`src/inc/seu_pkg.sv`:
```
`default_nettype none
package seu_pkg;
  // line encoding strap: 1 selects the protocol framing mode, 0 the block code
  localparam int CFG_DATA_W = 8;
  localparam int CFG_PAR_W  = 4;
  localparam int CFG_CODE_W = 12;
  localparam logic [CFG_DATA_W-1:0] CFG_RESET = 8'h00;
  localparam int WORD_W_FAST = 32;
  localparam int WORD_W_SLOW = 16;
  localparam int FSM_COPIES  = 3;
  localparam int CLK_PERIOD_NS = 50;
  localparam int RECOVER_CYCLES = 3;
  typedef enum logic [1:0] {
    ST_IDLE,
    ST_SYNC,
    ST_RUN,
    ST_HOLD
  } ctl_state_t;
  typedef enum logic [1:0] {
    SCR_IDLE,
    SCR_FIX
  } scrub_state_t;
endpackage
`default_nettype wire

```
`src/rtl/hamming_store.sv`:
```
`timescale 1ns/1ns
`default_nettype none
// protected configuration word; read data comes out of a register
module hamming_store (
  input  wire logic                                clk,
  input  wire logic                                sys_rst,
  input  wire logic                                wrEn,
  input  wire logic [seu_pkg::CFG_CODE_W-1:0]      wrCode,
  output logic      [seu_pkg::CFG_CODE_W-1:0]      rdCode
);
  logic [seu_pkg::CFG_CODE_W-1:0] mem_q;
  logic [seu_pkg::CFG_CODE_W-1:0] mem_d;

  always_comb begin
    mem_d = wrEn ? wrCode : mem_q;
  end

  always_ff @(posedge clk) begin
    if (sys_rst) begin
      mem_q <= '0;
    end else begin
      mem_q <= mem_d;
    end
  end

  assign rdCode = mem_q;
endmodule // hamming_store
`default_nettype wire

```
`src/rtl/seu_hardened_config_and_fsm.sv`:
```
// Notes on behaviour
// - encoding, driver and rate choices come straight from strap pins, never from storage.
// - every changeable setting such as the laser pre-bias lives in Hamming-coded storage.
// - a detected code violation starts a correction machine that rewrites corrected contents.
// - correction completes so a wrong value lasts less than one reference clock cycle.
// - control logic errors are corrected at the clock rate, 40 or 80 MHz by rate setting.
// - each protected control function exists as three identical copies.
// - state vectors form a ring; copies one and two compute their neighbour's next state.
// - copy one is loaded from a bitwise majority of the three next-state vectors.
// - after a single upset the correct state returns within three cycles.
// - recovery also works for an upset in the single voter.
// - each copy may be fed from its own clock buffer where clock loading is low.
// - serializer and clock generator are left outside the redundancy scheme.
// - a high rate strap selects slow mode, 16-bit words at 800 Mbit/s; low selects 32-bit.
`timescale 1ns/1ns
`default_nettype none
module seu_hardened_config_and_fsm (
  input  wire logic                              clk,
  input  wire logic                              sys_rst,
  input  wire logic                              line_encoding_strap,
  input  wire logic                              driver_select_strap,
  input  wire logic                              rate_width_select_strap,
  input  wire logic                              cfgWrEn,
  input  wire logic [seu_pkg::CFG_DATA_W-1:0]    cfgWrData,
  input  wire logic                              startReq,
  input  wire logic                              stopReq,
  input  wire logic [seu_pkg::CFG_CODE_W-1:0]    upsetMask,
  input  wire logic [1:0]                        stateUpset,
  output logic                                   lineEncoding,
  output logic                                   driverSelect,
  output logic                                   slowMode,
  output logic [seu_pkg::CFG_DATA_W-1:0]         preBias,
  output logic                                   scrubActive,
  output logic [1:0]                             ctlState,
  output logic                                   copiesDisagree
);
  // strap pins pass two flops; no writable storage holds them
  logic [2:0] strapMeta_q;
  logic [2:0] strapSync_q;
  logic [2:0] strapMeta_d;
  logic [2:0] strapSync_d;

  always_comb begin
    strapMeta_d = {line_encoding_strap, driver_select_strap, rate_width_select_strap};
    strapSync_d = strapMeta_q;
  end

  always_ff @(posedge clk) begin
    if (sys_rst) begin
      strapMeta_q <= 3'h0;
      strapSync_q <= 3'h0;
    end else begin
      strapMeta_q <= strapMeta_d;
      strapSync_q <= strapSync_d;
    end
  end

  // Hamming(12,8) with parity bits at positions 1,2,4,8
  function automatic logic [seu_pkg::CFG_CODE_W-1:0] hamEncode(
      input logic [seu_pkg::CFG_DATA_W-1:0] d);
    logic [seu_pkg::CFG_CODE_W:1] c;
    c = '0;
    {c[12], c[11], c[10], c[9], c[7], c[6], c[5], c[3]} = d;
    c[1] = c[3] ^ c[5] ^ c[7] ^ c[9] ^ c[11];
    c[2] = c[3] ^ c[6] ^ c[7] ^ c[10] ^ c[11];
    c[4] = c[5] ^ c[6] ^ c[7] ^ c[12];
    c[8] = c[9] ^ c[10] ^ c[11] ^ c[12];
    return c;
  endfunction

  function automatic logic [3:0] hamSyndrome(input logic [seu_pkg::CFG_CODE_W-1:0] w);
    logic [seu_pkg::CFG_CODE_W:1] c;
    logic [3:0] s;
    c = w;
    s[0] = c[1] ^ c[3] ^ c[5] ^ c[7] ^ c[9] ^ c[11];
    s[1] = c[2] ^ c[3] ^ c[6] ^ c[7] ^ c[10] ^ c[11];
    s[2] = c[4] ^ c[5] ^ c[6] ^ c[7] ^ c[12];
    s[3] = c[8] ^ c[9] ^ c[10] ^ c[11] ^ c[12];
    return s;
  endfunction

  function automatic logic [seu_pkg::CFG_DATA_W-1:0] hamData(
      input logic [seu_pkg::CFG_CODE_W-1:0] w);
    logic [seu_pkg::CFG_CODE_W:1] c;
    c = w;
    return {c[12], c[11], c[10], c[9], c[7], c[6], c[5], c[3]};
  endfunction

  function automatic logic [seu_pkg::CFG_CODE_W-1:0] hamCorrect(
      input logic [seu_pkg::CFG_CODE_W-1:0] w);
    logic [3:0] s;
    logic [seu_pkg::CFG_CODE_W-1:0] f;
    s = hamSyndrome(w);
    f = w;
    if (s != 4'h0 && s <= 4'hC) begin
      f[s - 4'h1] = ~w[s - 4'h1];
    end
    return f;
  endfunction

  logic [seu_pkg::CFG_CODE_W-1:0] rdCode;
  logic [seu_pkg::CFG_CODE_W-1:0] seenCode;
  logic [seu_pkg::CFG_CODE_W-1:0] storeWrCode;
  logic                           storeWrEn;
  logic                           violation;
  seu_pkg::scrub_state_t          scrub_q;
  seu_pkg::scrub_state_t          scrub_d;
  logic [seu_pkg::CFG_DATA_W-1:0] preBias_q;
  logic [seu_pkg::CFG_DATA_W-1:0] preBias_d;

  // upsetMask lets a bench model a strike on the stored word
  assign seenCode  = rdCode ^ upsetMask;
  assign violation = hamSyndrome(seenCode) != 4'h0;

  always_comb begin
    scrub_d     = scrub_q;
    storeWrEn   = 1'b0;
    storeWrCode = hamEncode(cfgWrData);
    case (scrub_q)
      seu_pkg::SCR_IDLE: begin
        if (cfgWrEn) begin
          storeWrEn = 1'b1;
        end else if (violation) begin
          storeWrEn   = 1'b1;
          storeWrCode = hamCorrect(seenCode);
          scrub_d     = seu_pkg::SCR_FIX;
        end
      end
      seu_pkg::SCR_FIX: begin
        scrub_d = seu_pkg::SCR_IDLE;
      end
      default: scrub_d = seu_pkg::SCR_IDLE;
    endcase
  end

  // output always takes corrected data, so a single-bit error never reaches preBias
  always_comb begin
    preBias_d = hamData(hamCorrect(seenCode));
  end

  always_ff @(posedge clk) begin
    if (sys_rst) begin
      scrub_q   <= seu_pkg::SCR_IDLE;
      preBias_q <= seu_pkg::CFG_RESET;
    end else begin
      scrub_q   <= scrub_d;
      preBias_q <= preBias_d;
    end
  end

  hamming_store u_store (
    .clk     (clk),
    .sys_rst (sys_rst),
    .wrEn    (storeWrEn),
    .wrCode  (storeWrCode),
    .rdCode  (rdCode)
  );

  // triplicated control machine; one step runs every cycle of the reference clock
  function automatic logic [1:0] nextCtl(input logic [1:0] s, input logic go,
                                         input logic halt);
    logic [1:0] n;
    n = s;
    case (s)
      seu_pkg::ST_IDLE: n = go ? seu_pkg::ST_SYNC : seu_pkg::ST_IDLE;
      seu_pkg::ST_SYNC: n = seu_pkg::ST_RUN;
      seu_pkg::ST_RUN:  n = halt ? seu_pkg::ST_HOLD : seu_pkg::ST_RUN;
      seu_pkg::ST_HOLD: n = seu_pkg::ST_IDLE;
      default:          n = seu_pkg::ST_IDLE;
    endcase
    return n;
  endfunction

  logic [1:0] copy_q [seu_pkg::FSM_COPIES];
  logic [1:0] copy_d [seu_pkg::FSM_COPIES];
  logic [1:0] nxt    [seu_pkg::FSM_COPIES];
  logic [1:0] voted;

  genvar gi;
  generate
    for (gi = 0; gi < seu_pkg::FSM_COPIES; gi++) begin : g_copy
      // copies 0 and 1 compute the next state that loads their ring successor; copy 2 only feeds the voter
      assign nxt[gi] = nextCtl(copy_q[gi], startReq, stopReq);
    end
  endgenerate

  // single voter; a voter upset only corrupts copy 0 and heals via the ring
  assign voted = (nxt[0] & nxt[1]) | (nxt[1] & nxt[2]) | (nxt[0] & nxt[2]);

  always_comb begin
    copy_d[0] = voted ^ stateUpset;
    copy_d[1] = nxt[0];
    copy_d[2] = nxt[1];
  end

  // per-copy flops kept separate so each can sit on its own clock buffer
  generate
    for (gi = 0; gi < seu_pkg::FSM_COPIES; gi++) begin : g_reg
      always_ff @(posedge clk) begin
        if (sys_rst) begin
          copy_q[gi] <= seu_pkg::ST_IDLE;
        end else begin
          copy_q[gi] <= copy_d[gi];
        end
      end
    end
  endgenerate

  logic [1:0] ctlState_q;
  logic       disagree_q;
  logic       scrubAct_q;

  always_ff @(posedge clk) begin
    if (sys_rst) begin
      ctlState_q <= 2'h0;
      disagree_q <= 1'b0;
      scrubAct_q <= 1'b0;
    end else begin
      ctlState_q <= voted;
      disagree_q <= (copy_q[0] != copy_q[1]) || (copy_q[1] != copy_q[2]);
      scrubAct_q <= storeWrEn && !cfgWrEn;
    end
  end

  // serializer and clock generator live elsewhere, outside this voting
  assign lineEncoding   = strapSync_q[2];
  assign driverSelect   = strapSync_q[1];
  assign slowMode       = strapSync_q[0];
  assign preBias        = preBias_q;
  assign scrubActive    = scrubAct_q;
  assign ctlState       = ctlState_q;
  assign copiesDisagree = disagree_q;
endmodule // seu_hardened_config_and_fsm
`default_nettype wire
```
`config.mk`:
```
export PLATFORM = sky130hd
export DESIGN_NAME = seu_hardened_config_and_fsm
export DESIGN_NICKNAME = d
export VERILOG_FILES = /design/src/inc/seu_pkg.sv /design/src/rtl/hamming_store.sv /design/src/rtl/seu_hardened_config_and_fsm.sv
export SDC_FILE = /design/constraint.sdc
export NUM_CORES = 1
export LEC_CHECK = 0
export ABC_AREA = 0
export BUFFER_PORTS_ARGS = -buffer_cell sky130_fd_sc_hd__buf_2
export CORE_UTILIZATION = 35
export CTS_CLUSTER_DIAMETER = 150
export DETAILED_ROUTE_END_ITERATION = 10
export SLEW_MARGIN = 20
export SYNTH_ARGS = -nofsm -noshare
export SYNTH_HDL_FRONTEND = slang
export SYNTH_SLANG_ARGS = --single-unit
```
`constraint.sdc`:
```
create_clock -name clk -period 4.6 [get_ports clk]
set_input_delay 0.92 -clock clk [delete_from_list [all_inputs] [get_ports clk]]
set_output_delay 0.92 -clock clk [all_outputs]
set_load 0.02 [all_outputs]
```
# Yosys cells after proc, flatten, opt, wreduce, memory -nomap -nowiden
# Memory sizes are Yosys's and may differ from the RTL's.
# Cells that the tools add are included.
dict set report op_classes {
  muxes 23
  reduce_logical 12
  n_addsub 1
  bitwise_logic 45
  order_cmp 3
  eq_ne 11
}
# cell n
set op_table {}
lappend op_table {{12-bit two-way mux} 4}
lappend op_table {{1-bit bitwise XOR} 32}
lappend op_table {{2-bit case mux with 4 select lines} 3}
lappend op_table {{12-bit bitwise mux} 1}
lappend op_table {{2-bit == test, second input constant} 6}
lappend op_table {{12-bit bitwise XOR} 1}
lappend op_table {{1-bit two-way mux} 10}
lappend op_table {{2-bit zero test} 4}
lappend op_table {{2-bit bitwise AND} 3}
lappend op_table {{2-bit by 1-bit == test with 1-bit output, second input constant} 3}
lappend op_table {{2-bit two-way mux} 3}
lappend op_table {{4-bit by 5-bit < comparator with 1-bit output, second input constant} 1}
lappend op_table {{1-bit binary-select mux with 4-bit select} 1}
lappend op_table {{1-bit demux with 4-bit select} 1}
lappend op_table {{4-bit by 1-bit greater-or-equal comparator with 1-bit output, second input constant} 1}
lappend op_table {{4-bit less-or-equal comparator, second input constant} 1}
lappend op_table {{2-bit inequality test} 2}
lappend op_table {{2-bit bitwise OR} 2}
lappend op_table {{4-bit nonzero test} 1}
lappend op_table {{4-bit by 1-bit subtractor with 4-bit output, second input constant} 1}
lappend op_table {{1-bit logical AND} 3}
lappend op_table {{1-bit NOT} 3}
lappend op_table {{1-bit bitwise OR} 3}
lappend op_table {{2-bit AND reduction} 1}
lappend op_table {{4 further kinds} 4}
dict set report word_totals {
  register_bits 31
  ram_bits 6
  word_cells 104
  mem_count 1
}
# name depth width read_ports rd_clocked_by_memory_dff wr line
set memory_table {}
lappend memory_table {copy_q 3 2 3 0 3 seu_hardened_config_and_fsm.sv:174} ;# logic [1:0] copy_q [seu_pkg::FSM_COPIES];

# Depth between registers and ports, before layout
# Gate-level depths: netlist of run 1.
dict set report depth {
  ltp_word 16
  mapped_depth 11
}

# Hierarchy
# A second synthesis of run 1 with hierarchy kept.
dict set report hier_totals {
  hier_cells 269
  area_unflattened_um2 2463.6
}
# module cells_per_inst area_per_inst_um2 n_inst
set by_module_without_submodules {}
lappend by_module_without_submodules {seu_hardened_config_and_fsm 231 2043.2 1}
lappend by_module_without_submodules {hamming_store 38 420.4 1}

# Least setup slack after synthesis of run 1
# Ideal clock, no wire load.
dict set report synth_timing {
  path_type {in2reg}
  start {input port upsetMask[5] in the netlist's numbering}
  end {register u_store.mem_q, in the netlist u_store.rdCode[10]}
  t_arrival_ns 3.451
  n_path_buf 0
  stages 10
  setup_slack_ns 1.028
  setup_time_ns 0.121
  cell_sequence {xor2_1 -> xnor2_1 -> xnor3_1 -> ha_1 -> o21ai_0 -> o21ai_0 -> a21oi_1 -> or4_1 -> o2111ai_1 -> nand2_1}
}
dict set report synth_via {
  elab_chain_cells 15
  elab_cells_between_ends 28
}
# item line
set synth_lines {}
lappend synth_lines {{start, declared} seu_hardened_config_and_fsm.sv:27} ;# input wire logic [seu_pkg::CFG_CODE_W-1:0] upsetMask,
lappend synth_lines {{12-bit bitwise XOR *} seu_hardened_config_and_fsm.sv:112} ;# assign seenCode = rdCode ^ upsetMask;
lappend synth_lines {{1-bit bitwise XOR (4 in a row)} seu_hardened_config_and_fsm.sv:76} ;# s[1] = c[2] ^ c[3] ^ c[6] ^ c[7] ^ c[10] ^ c[11];
lappend synth_lines {{4-bit by 1-bit subtractor with 4-bit output} seu_hardened_config_and_fsm.sv:96} ;# f[s - 4'h1] = ~w[s - 4'h1];
lappend synth_lines {{4-bit by 5-bit < comparator with 1-bit output (not written as such) or 4-bit by 1-bit greater-or-equal comparator with 1-bit output (tied branches)} seu_hardened_config_and_fsm.sv:96}
lappend synth_lines {{1-bit logical AND (not written as such)} seu_hardened_config_and_fsm.sv:96}
lappend synth_lines {{1-bit two-way mux (not written as such)} seu_hardened_config_and_fsm.sv:96}
lappend synth_lines {{1-bit demux with 4-bit select} seu_hardened_config_and_fsm.sv:96}
lappend synth_lines {{12-bit bitwise mux} seu_hardened_config_and_fsm.sv:96}
lappend synth_lines {{12-bit two-way mux} seu_hardened_config_and_fsm.sv:95} ;# if (s != 4'h0 && s <= 4'hC) begin
lappend synth_lines {{12-bit two-way mux} seu_hardened_config_and_fsm.sv:123} ;# end else if (violation) begin
lappend synth_lines {{12-bit two-way mux} seu_hardened_config_and_fsm.sv:121} ;# if (cfgWrEn) begin
lappend synth_lines {{12-bit two-way mux} seu_hardened_config_and_fsm.sv:119} ;# case (scrub_q)
lappend synth_lines {{end signal, assigned} hamming_store.sv:22} ;# mem_q <= mem_d;
lappend synth_lines {{end, declared} hamming_store.sv:11} ;# logic [seu_pkg::CFG_CODE_W-1:0] mem_q;
# Every way passes the cells marked *; elsewhere a longest branch is shown, timed or not. The select of a mux whose other input is x is not followed.
# A chain may end at the register's enable or synchronous reset.

# Worst setup path in the final report of run 1
dict set report layout_timing {
  start {input port upsetMask[2] in the netlist's numbering}
  end {register u_store.mem_q, in the netlist u_store.rdCode[10]}
}
dict set report layout_via {
  elab_chain_cells 16
  elab_cells_between_ends 31
}
# item line
set layout_lines {}
lappend layout_lines {{12-bit bitwise XOR *} seu_hardened_config_and_fsm.sv:112}
lappend layout_lines {{1-bit bitwise XOR, on equally long branches (5 in a row)} {seu_hardened_config_and_fsm.sv:75, seu_hardened_config_and_fsm.sv:76}}
lappend layout_lines {{4-bit by 1-bit subtractor with 4-bit output} seu_hardened_config_and_fsm.sv:96}
lappend layout_lines {{4-bit by 5-bit < comparator with 1-bit output (not written as such) or 4-bit by 1-bit greater-or-equal comparator with 1-bit output (tied branches)} seu_hardened_config_and_fsm.sv:96}
lappend layout_lines {{1-bit logical AND (not written as such)} seu_hardened_config_and_fsm.sv:96}
lappend layout_lines {{1-bit two-way mux (not written as such)} seu_hardened_config_and_fsm.sv:96}
lappend layout_lines {{1-bit demux with 4-bit select} seu_hardened_config_and_fsm.sv:96}
lappend layout_lines {{12-bit bitwise mux} seu_hardened_config_and_fsm.sv:96}
lappend layout_lines {{12-bit two-way mux} seu_hardened_config_and_fsm.sv:95}
lappend layout_lines {{12-bit two-way mux} seu_hardened_config_and_fsm.sv:123}
lappend layout_lines {{12-bit two-way mux} seu_hardened_config_and_fsm.sv:121}
lappend layout_lines {{12-bit two-way mux} seu_hardened_config_and_fsm.sv:119}
# Marked as above.

==> results of run 1 <==
-- cell families (layout without fill, tap and decap cells) --
kind of cell	after synthesis	count (layout)
AND/OR/NAND/NOR	88	88
AO/OA/AOI/OAI	59	59
XOR/XNOR	50	50
flip-flops	37	37
buffers and inverters	19	66
adder cells (fa/ha/maj)	11	11
multiplexers	6	6
-- layer usage --
metal  share of wire  vias to the layer above  wire length [um]  track usage
met4           0.016                        0                95       0.0652
met5               0                        -                 0            0
met2            0.45                       68              2750        0.263
li1                -                     1057                 -            -
met3           0.059                       10               359       0.0333
met1            0.47                      947              2860        0.244
-- worst max-delay path: cells and delay by family --
kind | cells | cell delay (ns)
AND/OR/NAND/NOR | 2 | 0.62
XOR/XNOR | 3 | 1.26
buffers and inverters | 2 | 0.18
AO/OA/AOI/OAI | 4 | 0.52
adder cells (fa/ha/maj) | 1 | 0.44
-- cells in the final DEF, fill, tap and decap left out, drive strengths merged, types with 3 or more instances in the layout --
cell type / instances
o21ai: 7
xor2: 17
nand2: 15
inv: 11
xnor3: 10
nor4: 3
o41ai: 4
a21oi: 15
o211a: 3
o21a: 3
nor2: 29
o31ai: 4
nor2b: 9
nor3: 9
xnor2: 23
a31oi: 6
ha: 8
nand3: 14
clkbuf: 7
buf: 47
dfxtp: 37
mux2i: 4
maj3: 3
-- area by class of cell --
cell class	count	area share
Clock buffer	7	0.0292
Clock inverter	1	0.0102
Inverter	11	0.0140
Multi-Input combinational cell	214	0.573
Sequential cell	37	0.251
Tap cell	96	0.0407
Timing Repair Buffer	47	0.0822
-- per-stage QoR --
| stage | instance area, um2 | hold WS [ns] | setup slack, ns | utilization |
|---|---|---|---|---|
| global route | 2950 | 0.450 | 0.559 | 0.430 |
| detailed placement | 2840 | 0.421 | 0.543 | 0.413 |
| finish | 2950 | 0.437 | 0.831 | 0.430 |
| floorplan | 2500 | 0.414 | 1.03 | - |
| global placement | 2840 | 0.417 | 0.645 | 0.413 |
| CTS | 2950 | 0.438 | 0.848 | 0.430 |
-- registers in the layout, indices dropped and copies added, names as in the netlist --
signal and cells:
u_store.rdCode 12, preBias 8, copy_q 6, strapMeta_q 3
strapSync_q 3, ctlState 2, copiesDisagree 1, scrubActive 1
scrub_q 1
-- worst max path at each step --
| stage | endpoint | slack, ns | depth (start not counted) | start |
|---|---|---|---|---|
| 6_report | u_store.rdCode[10]$_SDFFE_PP0P_ | 0.83 | 12 | upsetMask[2] |
| 5_1_grt | u_store.rdCode[10]$_SDFFE_PP0P_ | 0.56 | 12 | upsetMask[2] |
| 4_1_cts | u_store.rdCode[10]$_SDFFE_PP0P_ | 0.85 | 12 | upsetMask[2] |
| 3_5_place_dp | u_store.rdCode[10]$_SDFFE_PP0P_ | 0.54 | 12 | upsetMask[2] |
| 3_3_place_gp | u_store.rdCode[10]$_SDFFE_PP0P_ | 0.64 | 12 | upsetMask[2] |
| 2_1_floorplan | u_store.rdCode[10]$_SDFFE_PP0P_ | 1.03 | 10 | upsetMask[5] |
==> key figures, run 1 <==
Drt
  – Remaining DRCs: 0
  – Total number of vias: ~2100
  – DR WL/cell: 14.7 um
  – Avg Vias per Cell: between 5 and 6
  – Antenna viol nets, final: 0
  – Final wirelength: ~6000 um
  – DR pass1 iterations: 5
  – Initial drt markers: 171

Die
  – Initial Util: 0.364
  – IO Pins: 45
  – Site Rows: 30
  – Die Wd: roughly 87 um
  – Die H: between 80 and 90 um
  – Die area: about 0.0075 mm2
  – Core ar.: between 0.006 and 0.007 mm2

Worst hold path
  – Hold endpoint: strapSync_q[2]$_SDFF_PP0_
  – Worst Hold Launch: strapMeta_q[2]$_SDFF_PP0_
  – Hold path depth: 1
  – Hold/Removal Path Class: flip-flop to flip-flop

Worst setup path
  – Critical-path cell list: buf_2, xnor2_1, xnor2_2, xnor3_2, inv_1, ha_1, o21ai_0, o21ai_0, a21oi_1, or4_1, o2111ai_1, nand2_1
  – CP max stage cell: xnor2_1
  – Crit path kind: input pin to flip-flop
  – Cell depth of the worst flop-to-flop path: 11
  – R2R Path End: u_store.rdCode[10]$_SDFFE_PP0P_
  – CP endpoint kind: flip-flop
  – Worst reg-to-reg setup slack: 1.22 ns
  – Worst-path fanout max: 6
  – Most frequent CP cell: o21ai_0
  – Reg-to-reg critical path startpoint: u_store.rdCode[2]$_SDFFE_PP0P_
  – Max incr delay on CP: approximately 0.56 ns
  – CP required: between 4 and 5 ns
  – CP arrival: approximately 4.0 ns
  – Worst setup SP type: input pin

Yosys
  – Most area-hungry cell type in the Yosys netlist: dfxtp_1
  – Synth Area in Adders: 0.0520
  – Largest family of logic cells by synthesized area: XOR/XNOR gates
  – Ys flop type: dfxtp_1
  – Synth top area cells: dfxtp_1, xnor3_1, xnor2_1
  – Yosys reg bits: 37
  – Post-Synth XOR/XNOR Area: 0.250
  – Mapped Area: approximately 0.0025 mm2
  – Post-Syn Nets: approximately 300
  – Post-synth EDFFs: 0
  – Distinct cells, synth: 57
  – Fraction of registers with async set/reset: 0
  – Synth Area in Simple Gates: 0.169
  – Synth cell count leaders: dfxtp_1, nor2_1, xnor2_1
  – Syn Inst Count: between 200 and 300
  – Multiplexer area fraction after synthesis: 0.0315
  – Top cell type's share of synthesized area: 0.296
  – Sequential fraction of the synthesis area: 0.296
  – Top-count cell post-synth: dfxtp_1
  – Post-synthesis compound-gate area fraction: 0.173
  – Synthesized area per cell: 9.27 um2
  – Synth Warn #: 0

Placement
  – Port buffer count: 44
  – GP Congestion: around 0.91
  – Placed instance count: 405
  – Dpl hpwl: 4780 um

STA
  – Fmax: roughly 270 MHz
  – Final max-slew violation count: 0
  – Worst Tran Pin Value: between 0.7 and 0.8 ns
  – Setup TNS: 0 ns
  – Clk_skew: approximately 0.0060 ns
  – Final Critical Period: approximately 3.8 ns
  – Fin crit share: 0.819
  – RSZ-0062 raised after global routing: no
  – Setup Viol. Count Final: 0
  – Hold Fails Final Rpt: 0
  – Relative slew margins: 0.528

Global route
  – Largest net degree at the start of global routing: 33
  – Wire length of the first global-routing pass: about 10000 um
  – Gr ovfl total: 0
  – GR Util All Layers: 0.173
  – Vias in the first global route: ~2000
  – Initial antenna violation count: 0

Clock network
  – H-tree Lvls: 2
  – Clk slew on worst S/H paths: 0.07 ns
  – Longest Clk Path Bufs: 2
  – Setup Buffers After CTS: 0
  – # hold bufs at CTS: 0
  – CTS tree: done
  – TritonCTS Buffers: 5
  – Clock sinks: 37
  – Root buffer selected by CTS: clkbuf_8
  – Post-CTS resize count: 0
  – Clk_lat worst skew: approximately 0.29 ns

Layout
  – Storage cell area: about 740 um2
  – Layout cell share with drive strength beyond 1: 0.215
  – Multi-input logic area: around 0.0017 mm2
  – Number of antenna diodes: 0
  – Area grow syn2layout: 17.9%
  – Nets: 354
  – Fill count: 703
  – Post-Layout Cell Count: around 410

Run status
  – Outcome: complete, no violations

Run
  – Maxcap violations: 0
Power of run 1 is left out: the tool's default activity adds up to more than one toggle a clock period on the data nets, which glitch-free logic cannot reach.
==> run 2, diff against run 1 <==
==> constraint.sdc (replaced) <==
create_clock -name clk -period 3.76 [get_ports clk]
set_input_delay 0.752 -clock clk [delete_from_list [all_inputs] [get_ports clk]]
set_output_delay 0.752 -clock clk [all_outputs]
set_load 0.02 [all_outputs]
==> key figures, run 2 (synthesis gave the netlist of run 1 again) <==
Run status
  – Outcome: complete, no violations

Global route
  – Gr ovfl total: 0 (unchanged)
  – Met2 usage: 0.271 (+0.00866)
  – Met1 GRT Util: 0.252 (+0.00814)
  – GR Util All Layers: 0.175 (+0.00167)
  – Global routing usage on met3: 0.0343 (+0.000952)
  – Wire length of the first global-routing pass: 10100 um (+1.5%)
  – Global route hottest layer: met2
  – Vias in the first global route: 2038 (+1.8%)
  – Largest net degree at the start of global routing: 33 (unchanged)
  – Initial antenna violation count: 0 (unchanged)

Worst hold path
  – Hold/Removal Path Class: flip-flop to flip-flop
  – Hold path depth: 1 (unchanged)

Layout
  – Most frequent cells in the layout: buf_2, dfxtp_1, nor2_1
  – Nets: 365 (+3.1%)
  – Layout cell share with drive strength beyond 1: 0.241 (+0.0263)
  – Most common cell after layout, fill and taps aside: buf_2
  – Post-layout util: 0.437 (+0.00710)
  – Final instance area: 0.00300 mm2 (+1.7%)
  – Fill count: 697 (-0.85%)
  – Number of antenna diodes: 0 (unchanged)
  – Largest register FFs: 12 (unchanged)
  – Area grow syn2layout: 19.8%

Clock network
  – Longest Clk Path Bufs: 2 (unchanged)
  – Setup Buffers After CTS: 0 (unchanged)
  – Clk_lat worst skew: 0.28 ns (about the same)
  – Root buffer selected by CTS: clkbuf_8
  – Clock sinks: 37 (unchanged)
  – Clk slew on worst S/H paths: 0.07 ns (about the same)
  – CTS tree: done
  – # hold bufs at CTS: 0 (unchanged)
  – H-tree Lvls: 2 (unchanged)
  – Post-CTS resize count: 0 (unchanged)
  – TritonCTS Buffers: 5 (unchanged)

Worst setup path
  – CP bufs+invs: 1 (-1)
  – CP max stage cell: or4_1
  – CP endpoint kind: flip-flop
  – Crit-path leading delay family: XOR/XNOR gates
  – Max incr delay on CP: 0.56 ns (about the same)
  – Crit path kind: input pin to flip-flop
  – Worst-path fanout max: 6 (unchanged)
  – CP arrival: 3.61 ns (-0.34 ns)
  – Cell depth of the worst flop-to-flop path: 10 (-1)
  – CP required: 3.93 ns (-0.85 ns)
  – Critical-path cell list: buf_2, xnor2_1, xnor3_1, xnor3_1, ha_1, o21ai_0, o21ai_0, a21oi_1, or4_1, o2111ai_1, nand2_1
  – Stages on the worst setup path: 11 (-1)
  – Worst setup SP type: input pin

STA
  – Worst setup margin: 0.320 ns (-0.511 ns)
  – Final Critical Period: roughly 3.4 ns
  – Setup Viol. Count Final: 0 (unchanged)
  – Hold Fails Final Rpt: 0 (unchanged)
  – Fin crit share: 0.915
  – Relative slew margins: 0.558 (+0.0304)
  – RSZ-0062 raised after global routing: no
  – Final max-slew violation count: 0 (unchanged)
  – Fmax: 291 MHz
  – Clk_skew: 0.00814 ns (+0.00217 ns)
  – Worst Tran Pin Value: 0.657 ns (-0.0456 ns)

Drt
  – Total number of vias: 2158 (+3.7%)
  – DR pass1 iterations: 4 (-1)
  – Avg Vias per Cell: 5.09 (+0.96%)
  – Remaining DRCs: 0 (unchanged)
  – Antenna viol nets, final: 0 (unchanged)
  – Initial drt markers: 120 (-30%)
  – DR WL/cell: 14.6 um (-0.52%)
  – Final wirelength: 6200 um (+2.1%)

Die
  – Core ar.: 0.00687 mm2 (unchanged)
  – Site Rows: 30 (unchanged)
  – Die Wd: 86.6 um (unchanged)
  – IO Pins: 45 (unchanged)
  – Initial Util: 0.364 (unchanged)
  – Die area: 0.00750 mm2 (unchanged)
  – Die H: 86.6 um (unchanged)

Placement
  – GP Congestion: 0.898 (-1.4%)
  – Placed cell area: 0.00292 mm2 (+2.9%)
  – Port buffer count: 44 (unchanged)
  – Pre-CTS setup slack: -0.00277 ns (-0.546 ns)
  – Dpl hpwl: 4940 um (+3.3%)

Run
  – Maxcap violations: 0 (unchanged)
[run 2: cell type report]
class,instances,area (um2),share of cell area
Inverter,11,41.3,0.0138
Clock inverter,2,10.0,0.00334
Timing Repair Buffer,58,325,0.108
Tap cell,96,120,0.0400
Multi-Input combinational cell,214,1690,0.563
Sequential cell,37,741,0.247
Clock buffer,6,72.6,0.0242
[run 2: routing by layer]
layer,routed length [um],vias to the layer above
met5,0,-
met4,69,0
met3,361,7
met2,2790,66
met1,2970,1010
li1,-,1075
[run 2: metrics by stage]
step                      setup TNS, ns  instances  hold slack (ns)
final                                 0        424            0.439
after global placement                0        416            0.418
after floorplan                       0        270            0.414
after detailed placement       -0.00277        416            0.426
after global routing                  0        424            0.451
after CTS                             0        424            0.443
[run 2: worst paths after layout]
| kind | slack, ns | to | start |
|---|---|---|---|
| setup / recovery | 0.32 | u_store.rdCode[10]$_SDFFE_PP0P_ | upsetMask[2] |
| hold / removal | 0.44 | strapSync_q[0]$_SDFF_PP0_ | strapMeta_q[0]$_SDFF_PP0_ |
| setup reg to reg | 0.56 | u_store.rdCode[10]$_SDFFE_PP0P_ | u_store.rdCode[2]$_SDFFE_PP0P_ |
| hold reg to reg | 0.44 | strapSync_q[0]$_SDFF_PP0_ | strapMeta_q[0]$_SDFF_PP0_ |
Power of run 2 is left out for the same reason.
